### config.mk
export PLATFORM = sky130hd
export DESIGN_NAME = pld_regs
export DESIGN_NICKNAME = d
export VERILOG_FILES = /design/src/core/pld_regs.v
export VERILOG_INCLUDE_DIRS = /design/src /design/src/include
export SDC_FILE = /design/constraint.sdc
export NUM_CORES = 1
export LEC_CHECK = 0
export ABC_AREA = 1
export BUFFER_PORTS_ARGS = -buffer_cell sky130_fd_sc_hd__buf_2
export CAP_MARGIN = 20
export CORE_MARGIN = 1
export CORE_UTILIZATION = 51
export CTS_BUF_LIST = sky130_fd_sc_hd__clkbuf_8 sky130_fd_sc_hd__clkbuf_16
export DETAILED_ROUTE_END_ITERATION = 8
export GPL_ROUTABILITY_DRIVEN = 0
export PLACE_DENSITY = 0.77
export SLEW_MARGIN = 0
export SYNTH_ARGS = -nofsm -noshare
export SYNTH_HDL_FRONTEND = slang
export SYNTH_SLANG_ARGS = --single-unit
### constraint.sdc
create_clock -name CLK -period 2.4 [get_ports CLK]
set_input_delay 0.36 -clock CLK [delete_from_list [all_inputs] [get_ports CLK]]
set_output_delay 0.36 -clock CLK [all_outputs]
set_load 0.01 [all_outputs]
### src/include/pld_defs.vh
// Constants for the loopback and diagnostics register bank
`ifndef PLD_DEFS_VH
`define PLD_DEFS_VH
`define PLD_ADDR_LOOPBACK 5'h13
`define PLD_ADDR_RXERR 5'h14
`define PLD_ADDR_ENERGY 5'h15
`define PLD_ADDR_IRQ_STAT 5'h1C
`define PLD_ADDR_IRQ_MASK 5'h1D
`define PLD_LB_IFACE 15
`define PLD_LB_ALLDIG 12
`define PLD_LB_LINEDRV 10
`define PLD_LB_REMOTE 9
`define PLD_LB_EXTCAB 7
`define PLD_LB_TXSUP 6
`define PLD_LB_FORCE 0
`define PLD_LB_RW_MASK 16'h96C1
`define PLD_LB_RESET 16'h1041
`define PLD_ED_PD 3
`define PLD_ED_PULSE 2
`define PLD_ED_RW_MASK 16'h000C
`define PLD_ED_RESET 16'h000C
`define PLD_IRQ_SAT 0
`define PLD_IRQ_LINK 1
`define PLD_IRQ_READY 2
`define PLD_IRQ_MASK_BITS 16'h0007
`define PLD_READY_MS 2
`define PLD_CLK_KHZ 200000
`define PLD_READY_CYCLES (`PLD_READY_MS * `PLD_CLK_KHZ)
`endif

### src/core/pld_regs.v
// Loopback, receive error counter and energy-detect register bank
`timescale 1ns/100ps
`include "pld_defs.vh"
module pld_regs #(
  parameter [31:0] READY_CYCLES = `PLD_READY_CYCLES
) (
  // Clock and reset
  input wire CLK,
  input wire SYS_RST,
  // Register port
  input wire [4:0] ADDR,
  input wire [15:0] WDATA,
  input wire WR_STB,
  input wire RD_STB,
  output reg [15:0] RDATA,
  // Line status, main loopback, error events and count selects
  input wire MAIN_LOOPBACK,
  input wire LINK_UP,
  input wire CRC_ERR,
  input wire SYMBOL_ERR,
  input wire FALSE_CARRIER,
  input wire COUNT_SYMBOL,
  input wire COUNT_FALSE_CARRIER,
  // Loopback and power controls, link and ready status
  output reg IFACE_LOOPBACK,
  output reg ALLDIG_LOOPBACK,
  output reg LINEDRV_LOOPBACK,
  output reg REMOTE_LOOPBACK,
  output reg EXTCAB_LOOPBACK,
  output reg TX_SUPPRESS,
  output reg LINK_STATUS,
  output reg READY_FOR_DATA,
  output reg ENERGY_PD_EN,
  output reg NORMAL_LINK_PULSE_EN,
  // Interrupt
  output reg IRQ
);
  reg [15:0] loopback_control_ff;
  reg [15:0] energy_detect_control_ff;
  reg [15:0] rx_error_count_ff;
  reg [15:0] irq_stat_ff;
  reg [15:0] irq_mask_ff;
  reg [31:0] ready_cnt_ff;
  reg link_prev_ff;
  reg ready_prev_ff;
  reg [15:0] nxt_rx_error_count;
  reg [15:0] nxt_irq_stat;
  reg [15:0] nxt_rdata;
  reg [31:0] nxt_ready_cnt;
  reg nxt_link;
  reg nxt_ready;
  reg [1:0] err_inc;
  reg cnt_sat;

  // Register write with reserved bits kept at zero
  function [15:0] wr_field;
    input [15:0] data;
    input [15:0] mask;
    begin
      wr_field = data & mask;
    end
  endfunction

  // Strobe qualified by one register address
  function addr_hit;
    input stb;
    input [4:0] addr;
    input [4:0] target;
    begin
      addr_hit = stb && (addr == target);
    end
  endfunction

  wire rd_cnt = addr_hit(RD_STB, ADDR, `PLD_ADDR_RXERR);
  wire rd_stat = addr_hit(RD_STB, ADDR, `PLD_ADDR_IRQ_STAT);
  wire wr_lb = addr_hit(WR_STB, ADDR, `PLD_ADDR_LOOPBACK);
  wire wr_ed = addr_hit(WR_STB, ADDR, `PLD_ADDR_ENERGY);
  wire wr_mask = addr_hit(WR_STB, ADDR, `PLD_ADDR_IRQ_MASK);
  wire iface_on = loopback_control_ff[`PLD_LB_IFACE];
  wire any_other = loopback_control_ff[`PLD_LB_ALLDIG] |
    loopback_control_ff[`PLD_LB_LINEDRV] |
    loopback_control_ff[`PLD_LB_EXTCAB] |
    loopback_control_ff[`PLD_LB_REMOTE];

  // Error counter, link and readiness next values
  always @* begin
    err_inc = 2'b00;
    if (COUNT_SYMBOL) begin
      err_inc = {1'b0, SYMBOL_ERR};
    end else begin
      err_inc = {1'b0, CRC_ERR};
    end
    if (COUNT_FALSE_CARRIER && FALSE_CARRIER) begin
      err_inc = err_inc + 2'b01;
    end
    cnt_sat = 1'b0;
    if (rd_cnt) begin
      nxt_rx_error_count = {14'h0000, err_inc};
    end else if ({1'b0, rx_error_count_ff} + {15'h0000, err_inc} > 17'h0FFFF) begin
      nxt_rx_error_count = 16'hFFFF;
      cnt_sat = 1'b1;
    end else begin
      nxt_rx_error_count = rx_error_count_ff + {14'h0000, err_inc};
    end
    if (iface_on) begin
      nxt_link = loopback_control_ff[`PLD_LB_FORCE];
    end else begin
      nxt_link = LINK_UP;
    end
    nxt_ready_cnt = ready_cnt_ff;
    if (iface_on && MAIN_LOOPBACK) begin
      if (ready_cnt_ff < READY_CYCLES) begin
        nxt_ready_cnt = ready_cnt_ff + 32'h00000001;
      end
    end else begin
      nxt_ready_cnt = 32'h00000000;
    end
    if (iface_on) begin
      nxt_ready = (ready_cnt_ff >= READY_CYCLES);
    end else if (loopback_control_ff[`PLD_LB_REMOTE]) begin
      nxt_ready = 1'b0;
    end else if (any_other) begin
      nxt_ready = nxt_link;
    end else begin
      nxt_ready = LINK_UP;
    end
    nxt_irq_stat = rd_stat ? 16'h0000 : irq_stat_ff;
    if (cnt_sat) begin
      nxt_irq_stat[`PLD_IRQ_SAT] = 1'b1;
    end
    if (nxt_link != link_prev_ff) begin
      nxt_irq_stat[`PLD_IRQ_LINK] = 1'b1;
    end
    if (nxt_ready && !ready_prev_ff) begin
      nxt_irq_stat[`PLD_IRQ_READY] = 1'b1;
    end
  end

  // Read data mux, unmapped addresses read zero
  always @* begin
    case (ADDR)
      `PLD_ADDR_LOOPBACK: nxt_rdata = loopback_control_ff;
      `PLD_ADDR_RXERR: nxt_rdata = rx_error_count_ff;
      `PLD_ADDR_ENERGY: nxt_rdata = energy_detect_control_ff;
      `PLD_ADDR_IRQ_STAT: nxt_rdata = irq_stat_ff;
      `PLD_ADDR_IRQ_MASK: nxt_rdata = irq_mask_ff;
      default: nxt_rdata = 16'h0000;
    endcase
  end

  // Loopback control register
  always @(posedge CLK) begin
    if (SYS_RST) begin
      loopback_control_ff <= `PLD_LB_RESET;
    end else if (wr_lb) begin
      loopback_control_ff <= wr_field(WDATA, `PLD_LB_RW_MASK);
    end
  end

  // Energy-detect control register
  always @(posedge CLK) begin
    if (SYS_RST) begin
      energy_detect_control_ff <= `PLD_ED_RESET;
    end else if (wr_ed) begin
      energy_detect_control_ff <= wr_field(WDATA, `PLD_ED_RW_MASK);
    end
  end

  // Interrupt mask register
  always @(posedge CLK) begin
    if (SYS_RST) begin
      irq_mask_ff <= 16'h0000;
    end else if (wr_mask) begin
      irq_mask_ff <= wr_field(WDATA, `PLD_IRQ_MASK_BITS);
    end
  end

  // Receive error counter
  always @(posedge CLK) begin
    if (SYS_RST) begin
      rx_error_count_ff <= 16'h0000;
    end else begin
      rx_error_count_ff <= nxt_rx_error_count;
    end
  end

  // Sticky interrupt status
  always @(posedge CLK) begin
    if (SYS_RST) begin
      irq_stat_ff <= 16'h0000;
    end else begin
      irq_stat_ff <= nxt_irq_stat;
    end
  end

  // Interface-mode readiness timer
  always @(posedge CLK) begin
    if (SYS_RST) begin
      ready_cnt_ff <= 32'h00000000;
    end else begin
      ready_cnt_ff <= nxt_ready_cnt;
    end
  end

  // History for status edge detection
  always @(posedge CLK) begin
    if (SYS_RST) begin
      link_prev_ff <= 1'b0;
      ready_prev_ff <= 1'b0;
    end else begin
      link_prev_ff <= nxt_link;
      ready_prev_ff <= nxt_ready;
    end
  end

  // Read data, zero outside the answer cycle
  always @(posedge CLK) begin
    if (SYS_RST) begin
      RDATA <= 16'h0000;
    end else begin
      RDATA <= RD_STB ? nxt_rdata : 16'h0000;
    end
  end

  // Interface loopback output
  always @(posedge CLK) begin
    if (SYS_RST) begin
      IFACE_LOOPBACK <= 1'b0;
    end else begin
      IFACE_LOOPBACK <= loopback_control_ff[`PLD_LB_IFACE];
    end
  end

  // All-digital loopback output
  always @(posedge CLK) begin
    if (SYS_RST) begin
      ALLDIG_LOOPBACK <= 1'b0;
    end else begin
      ALLDIG_LOOPBACK <= loopback_control_ff[`PLD_LB_ALLDIG];
    end
  end

  // Line-driver loopback output
  always @(posedge CLK) begin
    if (SYS_RST) begin
      LINEDRV_LOOPBACK <= 1'b0;
    end else begin
      LINEDRV_LOOPBACK <= loopback_control_ff[`PLD_LB_LINEDRV];
    end
  end

  // Remote loopback output
  always @(posedge CLK) begin
    if (SYS_RST) begin
      REMOTE_LOOPBACK <= 1'b0;
    end else begin
      REMOTE_LOOPBACK <= loopback_control_ff[`PLD_LB_REMOTE];
    end
  end

  // External-cable loopback output
  always @(posedge CLK) begin
    if (SYS_RST) begin
      EXTCAB_LOOPBACK <= 1'b0;
    end else begin
      EXTCAB_LOOPBACK <= loopback_control_ff[`PLD_LB_EXTCAB];
    end
  end

  // Transmit suppression only while all-digital loopback is on
  always @(posedge CLK) begin
    if (SYS_RST) begin
      TX_SUPPRESS <= 1'b0;
    end else begin
      TX_SUPPRESS <= loopback_control_ff[`PLD_LB_ALLDIG] &
        loopback_control_ff[`PLD_LB_TXSUP];
    end
  end

  // Link status indication
  always @(posedge CLK) begin
    if (SYS_RST) begin
      LINK_STATUS <= 1'b0;
    end else begin
      LINK_STATUS <= nxt_link;
    end
  end

  // Ready for data indication
  always @(posedge CLK) begin
    if (SYS_RST) begin
      READY_FOR_DATA <= 1'b0;
    end else begin
      READY_FOR_DATA <= nxt_ready;
    end
  end

  // Energy-detect power-down enable
  always @(posedge CLK) begin
    if (SYS_RST) begin
      ENERGY_PD_EN <= 1'b0;
    end else begin
      ENERGY_PD_EN <= energy_detect_control_ff[`PLD_ED_PD];
    end
  end

  // Link pulses only inside energy-detect power-down
  always @(posedge CLK) begin
    if (SYS_RST) begin
      NORMAL_LINK_PULSE_EN <= 1'b0;
    end else begin
      NORMAL_LINK_PULSE_EN <= energy_detect_control_ff[`PLD_ED_PD] &
        energy_detect_control_ff[`PLD_ED_PULSE];
    end
  end

  // Level interrupt from unmasked status
  always @(posedge CLK) begin
    if (SYS_RST) begin
      IRQ <= 1'b0;
    end else begin
      IRQ <= |(nxt_irq_stat & irq_mask_ff);
    end
  end
endmodule

# == Word level (Yosys, flattened, before mapping) ==
# Index checks and enable logic that the tools add are counted.
# Widths: inputs -> output; s select.
# word_totals
register_bits,103
in_bits,32
out_inout_bits,27
wordCells,68
# classes
addsub,4
magnitude_cmp,3
eq_ne,6
muxes,15
bitwise_logic,8
n_reduce_logical,13
# op_table
cell,count
$pmux 16 s5,1
$add 32x1->32 const B,1
$ge 32x19->1 const B,1
$lt 32x19->1 const B,1
$mux 16,2
$eq 5x5->1 const B,5
$add 16x2->17,1
$gt 17x16->1 const B,1
$add 16x2->16,1
$and 16x3->16,1
$reduce_or 16->1,1
$mux 1,10
$logic_and 1x1->1,8
$reduce_or 2->1,3
$mux 2,2
$or 1x1->1,3
$add 2x1->2 const B,1
$and 1x1->1,2
$not 1->1,2
$logic_not 1->1,1
$ne 1x1->1,1

# == Longest topological paths before layout ==
# logic_depth
depth_word,10
mapped_depth,13
depth_no_buf,13

# == Worst setup path after synthesis ==
# No wires, ideal clock.
# synth_timing
kind,input to register
start,in COUNT_SYMBOL
end,reg rx_error_count_ff[0]
setup_ns,0.125
arrival_time_ns,2.164
required_time_ns,2.275
setup_slack_ns,0.111
path_stages,11
path_buffers,1
cell_sequence,mux2_2 > ha_1 > ha_1 > fa_1 > nand2_1 > nor3_4 > nand4_2 > nor2_2 > inv_2 > buf_6 > a31oi_1
# synth_via
elab_chain_cells,7
word_cells_on_any_way,8
classes_between,add/sub: 3; order compare: 1; mux: 4
# synth_lines
item,line_no,text
"start, declared",pld_regs.v:22,"input wire COUNT_SYMBOL,"
$mux 1 *,pld_regs.v:88,if (COUNT_SYMBOL) begin
$add 2x1->2,pld_regs.v:94,err_inc = err_inc + 2'b01;
$mux 2 *,pld_regs.v:93,if (COUNT_FALSE_CARRIER && FALSE_CARRIER) begin
$add 16x2->17,pld_regs.v:99,"end else if ({1'b0, rx_error_count_ff} + {15'h0000, err_inc} > 17'h0FFFF) begin"
$gt 17x16->1,pld_regs.v:99,
$mux 16,pld_regs.v:99,
$mux 2 *,pld_regs.v:97,if (rd_cnt) begin
"end signal, assigned",pld_regs.v:183,rx_error_count_ff <= nxt_rx_error_count;
"end, declared",pld_regs.v:40,reg [15:0] rx_error_count_ff;
# Mark *: on every way between the ends. The rest lies on a longest branch, timed or not.
# A chain may end at the register's enable or synchronous reset.

# == Final worst setup path ==
# layout_timing
start,in COUNT_SYMBOL
end,reg rx_error_count_ff[6]
# layout_via
elab_chain_cells,6
word_cells_on_any_way,7
classes_between,add/sub: 3; order compare: 1; mux: 3
# layout_lines
item,line_no
$mux 1 *,pld_regs.v:88
$add 2x1->2,pld_regs.v:94
$mux 2 *,pld_regs.v:93
$add 16x2->17,pld_regs.v:99
$gt 17x16->1,pld_regs.v:99
$mux 16 *,pld_regs.v:99
# Marks and branches as above.

==> run metrics <==
Clock Path Buffers=2; Via density=5.07; Worst Setup SP=COUNT_SYMBOL; Remaining DRCs=0; Max Slew Vio Count=0; register area share after synthesis=45.8%; clk slew on worst S/H paths=0.10 ns; Buffers on Ports=52; CP Class=primary input to flop; run status=completed; Finished Layout Cells=693; Tot GR Track Use=22.0%; CORE AREA=0.00737 mm2; Die H=89.8 um; RSZ-0062 raised after global routing=no; antenna-violating nets left=0; Hold Path Stages=3; # nets final=627; Top Ports=59; CP Cell Sequence=buf_2 -> mux2_2 -> ha_1 -> ha_1 -> fa_1 -> nand2_1 -> nor3_4 -> nand4_2 -> nor2_2 -> inv_2 -> buf_12 -> a21oi_1; final worst-path cycle share=90.7%; Avg Inst Size Synth=7.39 um2; Mapped Area=0.00393 mm2; Layout area overhead=14.7%; post-synthesis net count=570; PD cells=589 mW/mm2; Die ar.=0.00807 mm2; ranking of synthesized cells by area=dfxtp_1 46%, nand2_1 11%, nor2_1 6.7%; placed insts=677; Design Power=2.66 mW; post-synthesis register bit count=90; Mapped Cells=532; Req. time, crit path=2.69 ns; WP data arrival=2.46 ns; Leakage Power=1.85 nW; Hold Path Origin=WDATA[3]; Hold Crit Class=primary input to flop; routed vias=3512; ANT cells=0; maximum fanout along the worst path=13; crit-path max cell delay=0.32 ns; worst slew pin tran=0.500 ns; Syn. warnings=0; reg2reg start=rx_error_count_ff[0]; clock root buffer=clkbuf_8; Netlist cell types=34; Max Clk Rate=459 MHz; CTS tree=built; initial antenna violation count=0; htree depth=3; CP Launch Type=primary input; share of cells above drive strength 1=15.5%; vias in the first global route=3170; first-iteration detailed-routing DRC count=192; Max-Cap Viols=0; Synth area leader=dfxtp_1; CTS sink cnt=90; clock latency on the worst-skew pair=0.36 ns; initial core utilization=53.4%; FP Rows=31; Setup crit end kind=flop; routed len/inst=12.3 um; worst r2r path cells=9; CTS-repair resized insts=0; maximum VDD drop=0.000429 V; first drt pass iteration count=5; final setup fails=0; Worst Slack Setup Final=0.222 ns; Max Clock Skew=0.00943 ns; crit-path most repeated cell=ha_1; post-CTS setup buffer count=0; largest net degree at the start of global routing=24; first-pass GRT wire length=14400 um; hold buffers post-CTS=0; Hold Fails Final Rpt=0; Placement Cell Area=0.00431 mm2; TritonCTS Buffers=9; top-area cell type share of the netlist area=45.8%; Final min period=2.18 ns; hpwl dp=6240 um; die extent in x=89.8 um; Placement Setup Slack=-0.133 ns; drt total wl=8490 um; grt ovf=0; Rel. slew slack=66.6%; commonest non-fill, non-tap cell in the layout=nand2_1; most frequent cells in the layout=112 x nand2_1, 90 x dfxtp_1, 70 x nor2_1, 68 x inv_1, 52 x buf_2; CP max-delay cell=mux2_2; final instance area=0.00451 mm2
-- Yosys cell counts, drive strengths merged --
cell type,n
a21o,1
o21bai,2
nor3,12
dfxtp,90
mux2,1
fa,1
buf,9
nor2,73
o211ai,4
a31oi,3
nand2,114
ha,5
a41oi,1
nand3,43
nor3b,1
nand4,11
inv,70
o22ai,1
xor2,17
clkbuf,7
o21ai,16
a21oi,45
xnor2,5
-- cell type report --
type	count	area (um2)
inverter	70	263
clock inverter	7	73.8
timing repair buffer	62	348
clock buffer	9	124
sequential	90	1800
fill	667	2860
tap	99	124
multi-input combinational	356	1780
-- routing by layer --
metal | up-vias | GRT usage [%] | part of all wire, %
li1 | 1810 | - | -
met1 | 1574 | 29.0 | 47
met2 | 109 | 34.6 | 46
met3 | 19 | 5.50 | 5.3
met4 | 0 | 8.88 | 1.8
met5 | - | 0 | 0
-- critical path: cells and delay by family --
| kind | cells | cell delay, ns |
|---|---|---|
| AOI/OAI and AO/OA | 1 | 0.13 |
| adders and majority gates | 3 | 0.69 |
| buffers and inverters | 3 | 0.30 |
| muxes | 1 | 0.32 |
| and+or+nand+nor | 4 | 0.65 |
-- logic make-up after synthesis --
logic type | share of synthesized area, %
buffers and inverters | 9.00
XOR/XNOR | 4.90
adder cells (fa/ha/maj) | 2.10
multiplexers | 0.286
AND/OR/NAND/NOR | 27.7
flip-flops | 45.8
AO/OA/AOI/OAI | 10.2
-- state kept, by name (all words and copies together), names as in the netlist --
name,count
irq_stat_ff,3
RDATA,16
ready_cnt_ff,32
TX_SUPPRESS,1
LINEDRV_LOOPBACK,1
LINK_STATUS,1
IFACE_LOOPBACK,1
irq_mask_ff,3
loopback_control_ff,7
rx_error_count_ff,16
energy_detect_control_ff,2
READY_FOR_DATA,1
EXTCAB_LOOPBACK,1
REMOTE_LOOPBACK,1
ALLDIG_LOOPBACK,1
ENERGY_PD_EN,1
NORMAL_LINK_PULSE_EN,1
IRQ,1
-- worst paths after layout --
kind                            endpoint  slack, ns
max                 rx_error_count_ff[6]       0.22
min          energy_detect_control_ff[3]       0.21
max reg2reg         rx_error_count_ff[6]       0.56
min reg2reg             ready_cnt_ff[24]       0.43
-- stage by stage --
stage / hold WS (ns) / utilization (%) / setup TNS [ns]
after floorplan: 0.408 / - / 0
after global placement: 0.414 / 58.5 / -0.746
after global routing: 0.206 / 61.2 / 0
after CTS: 0.198 / 61.2 / 0
after detailed placement: 0.420 / 58.5 / -1.51
final: 0.210 / 61.2 / 0
-- report_power, final --
group / switching [mW] / internal (mW)
logic: 0.0771 / 0.0565
registers: 0.0148 / 1.51
clock network: 0.588 / 0.406
total: 0.680 / 1.98
(Power assumes the default switching activity.)
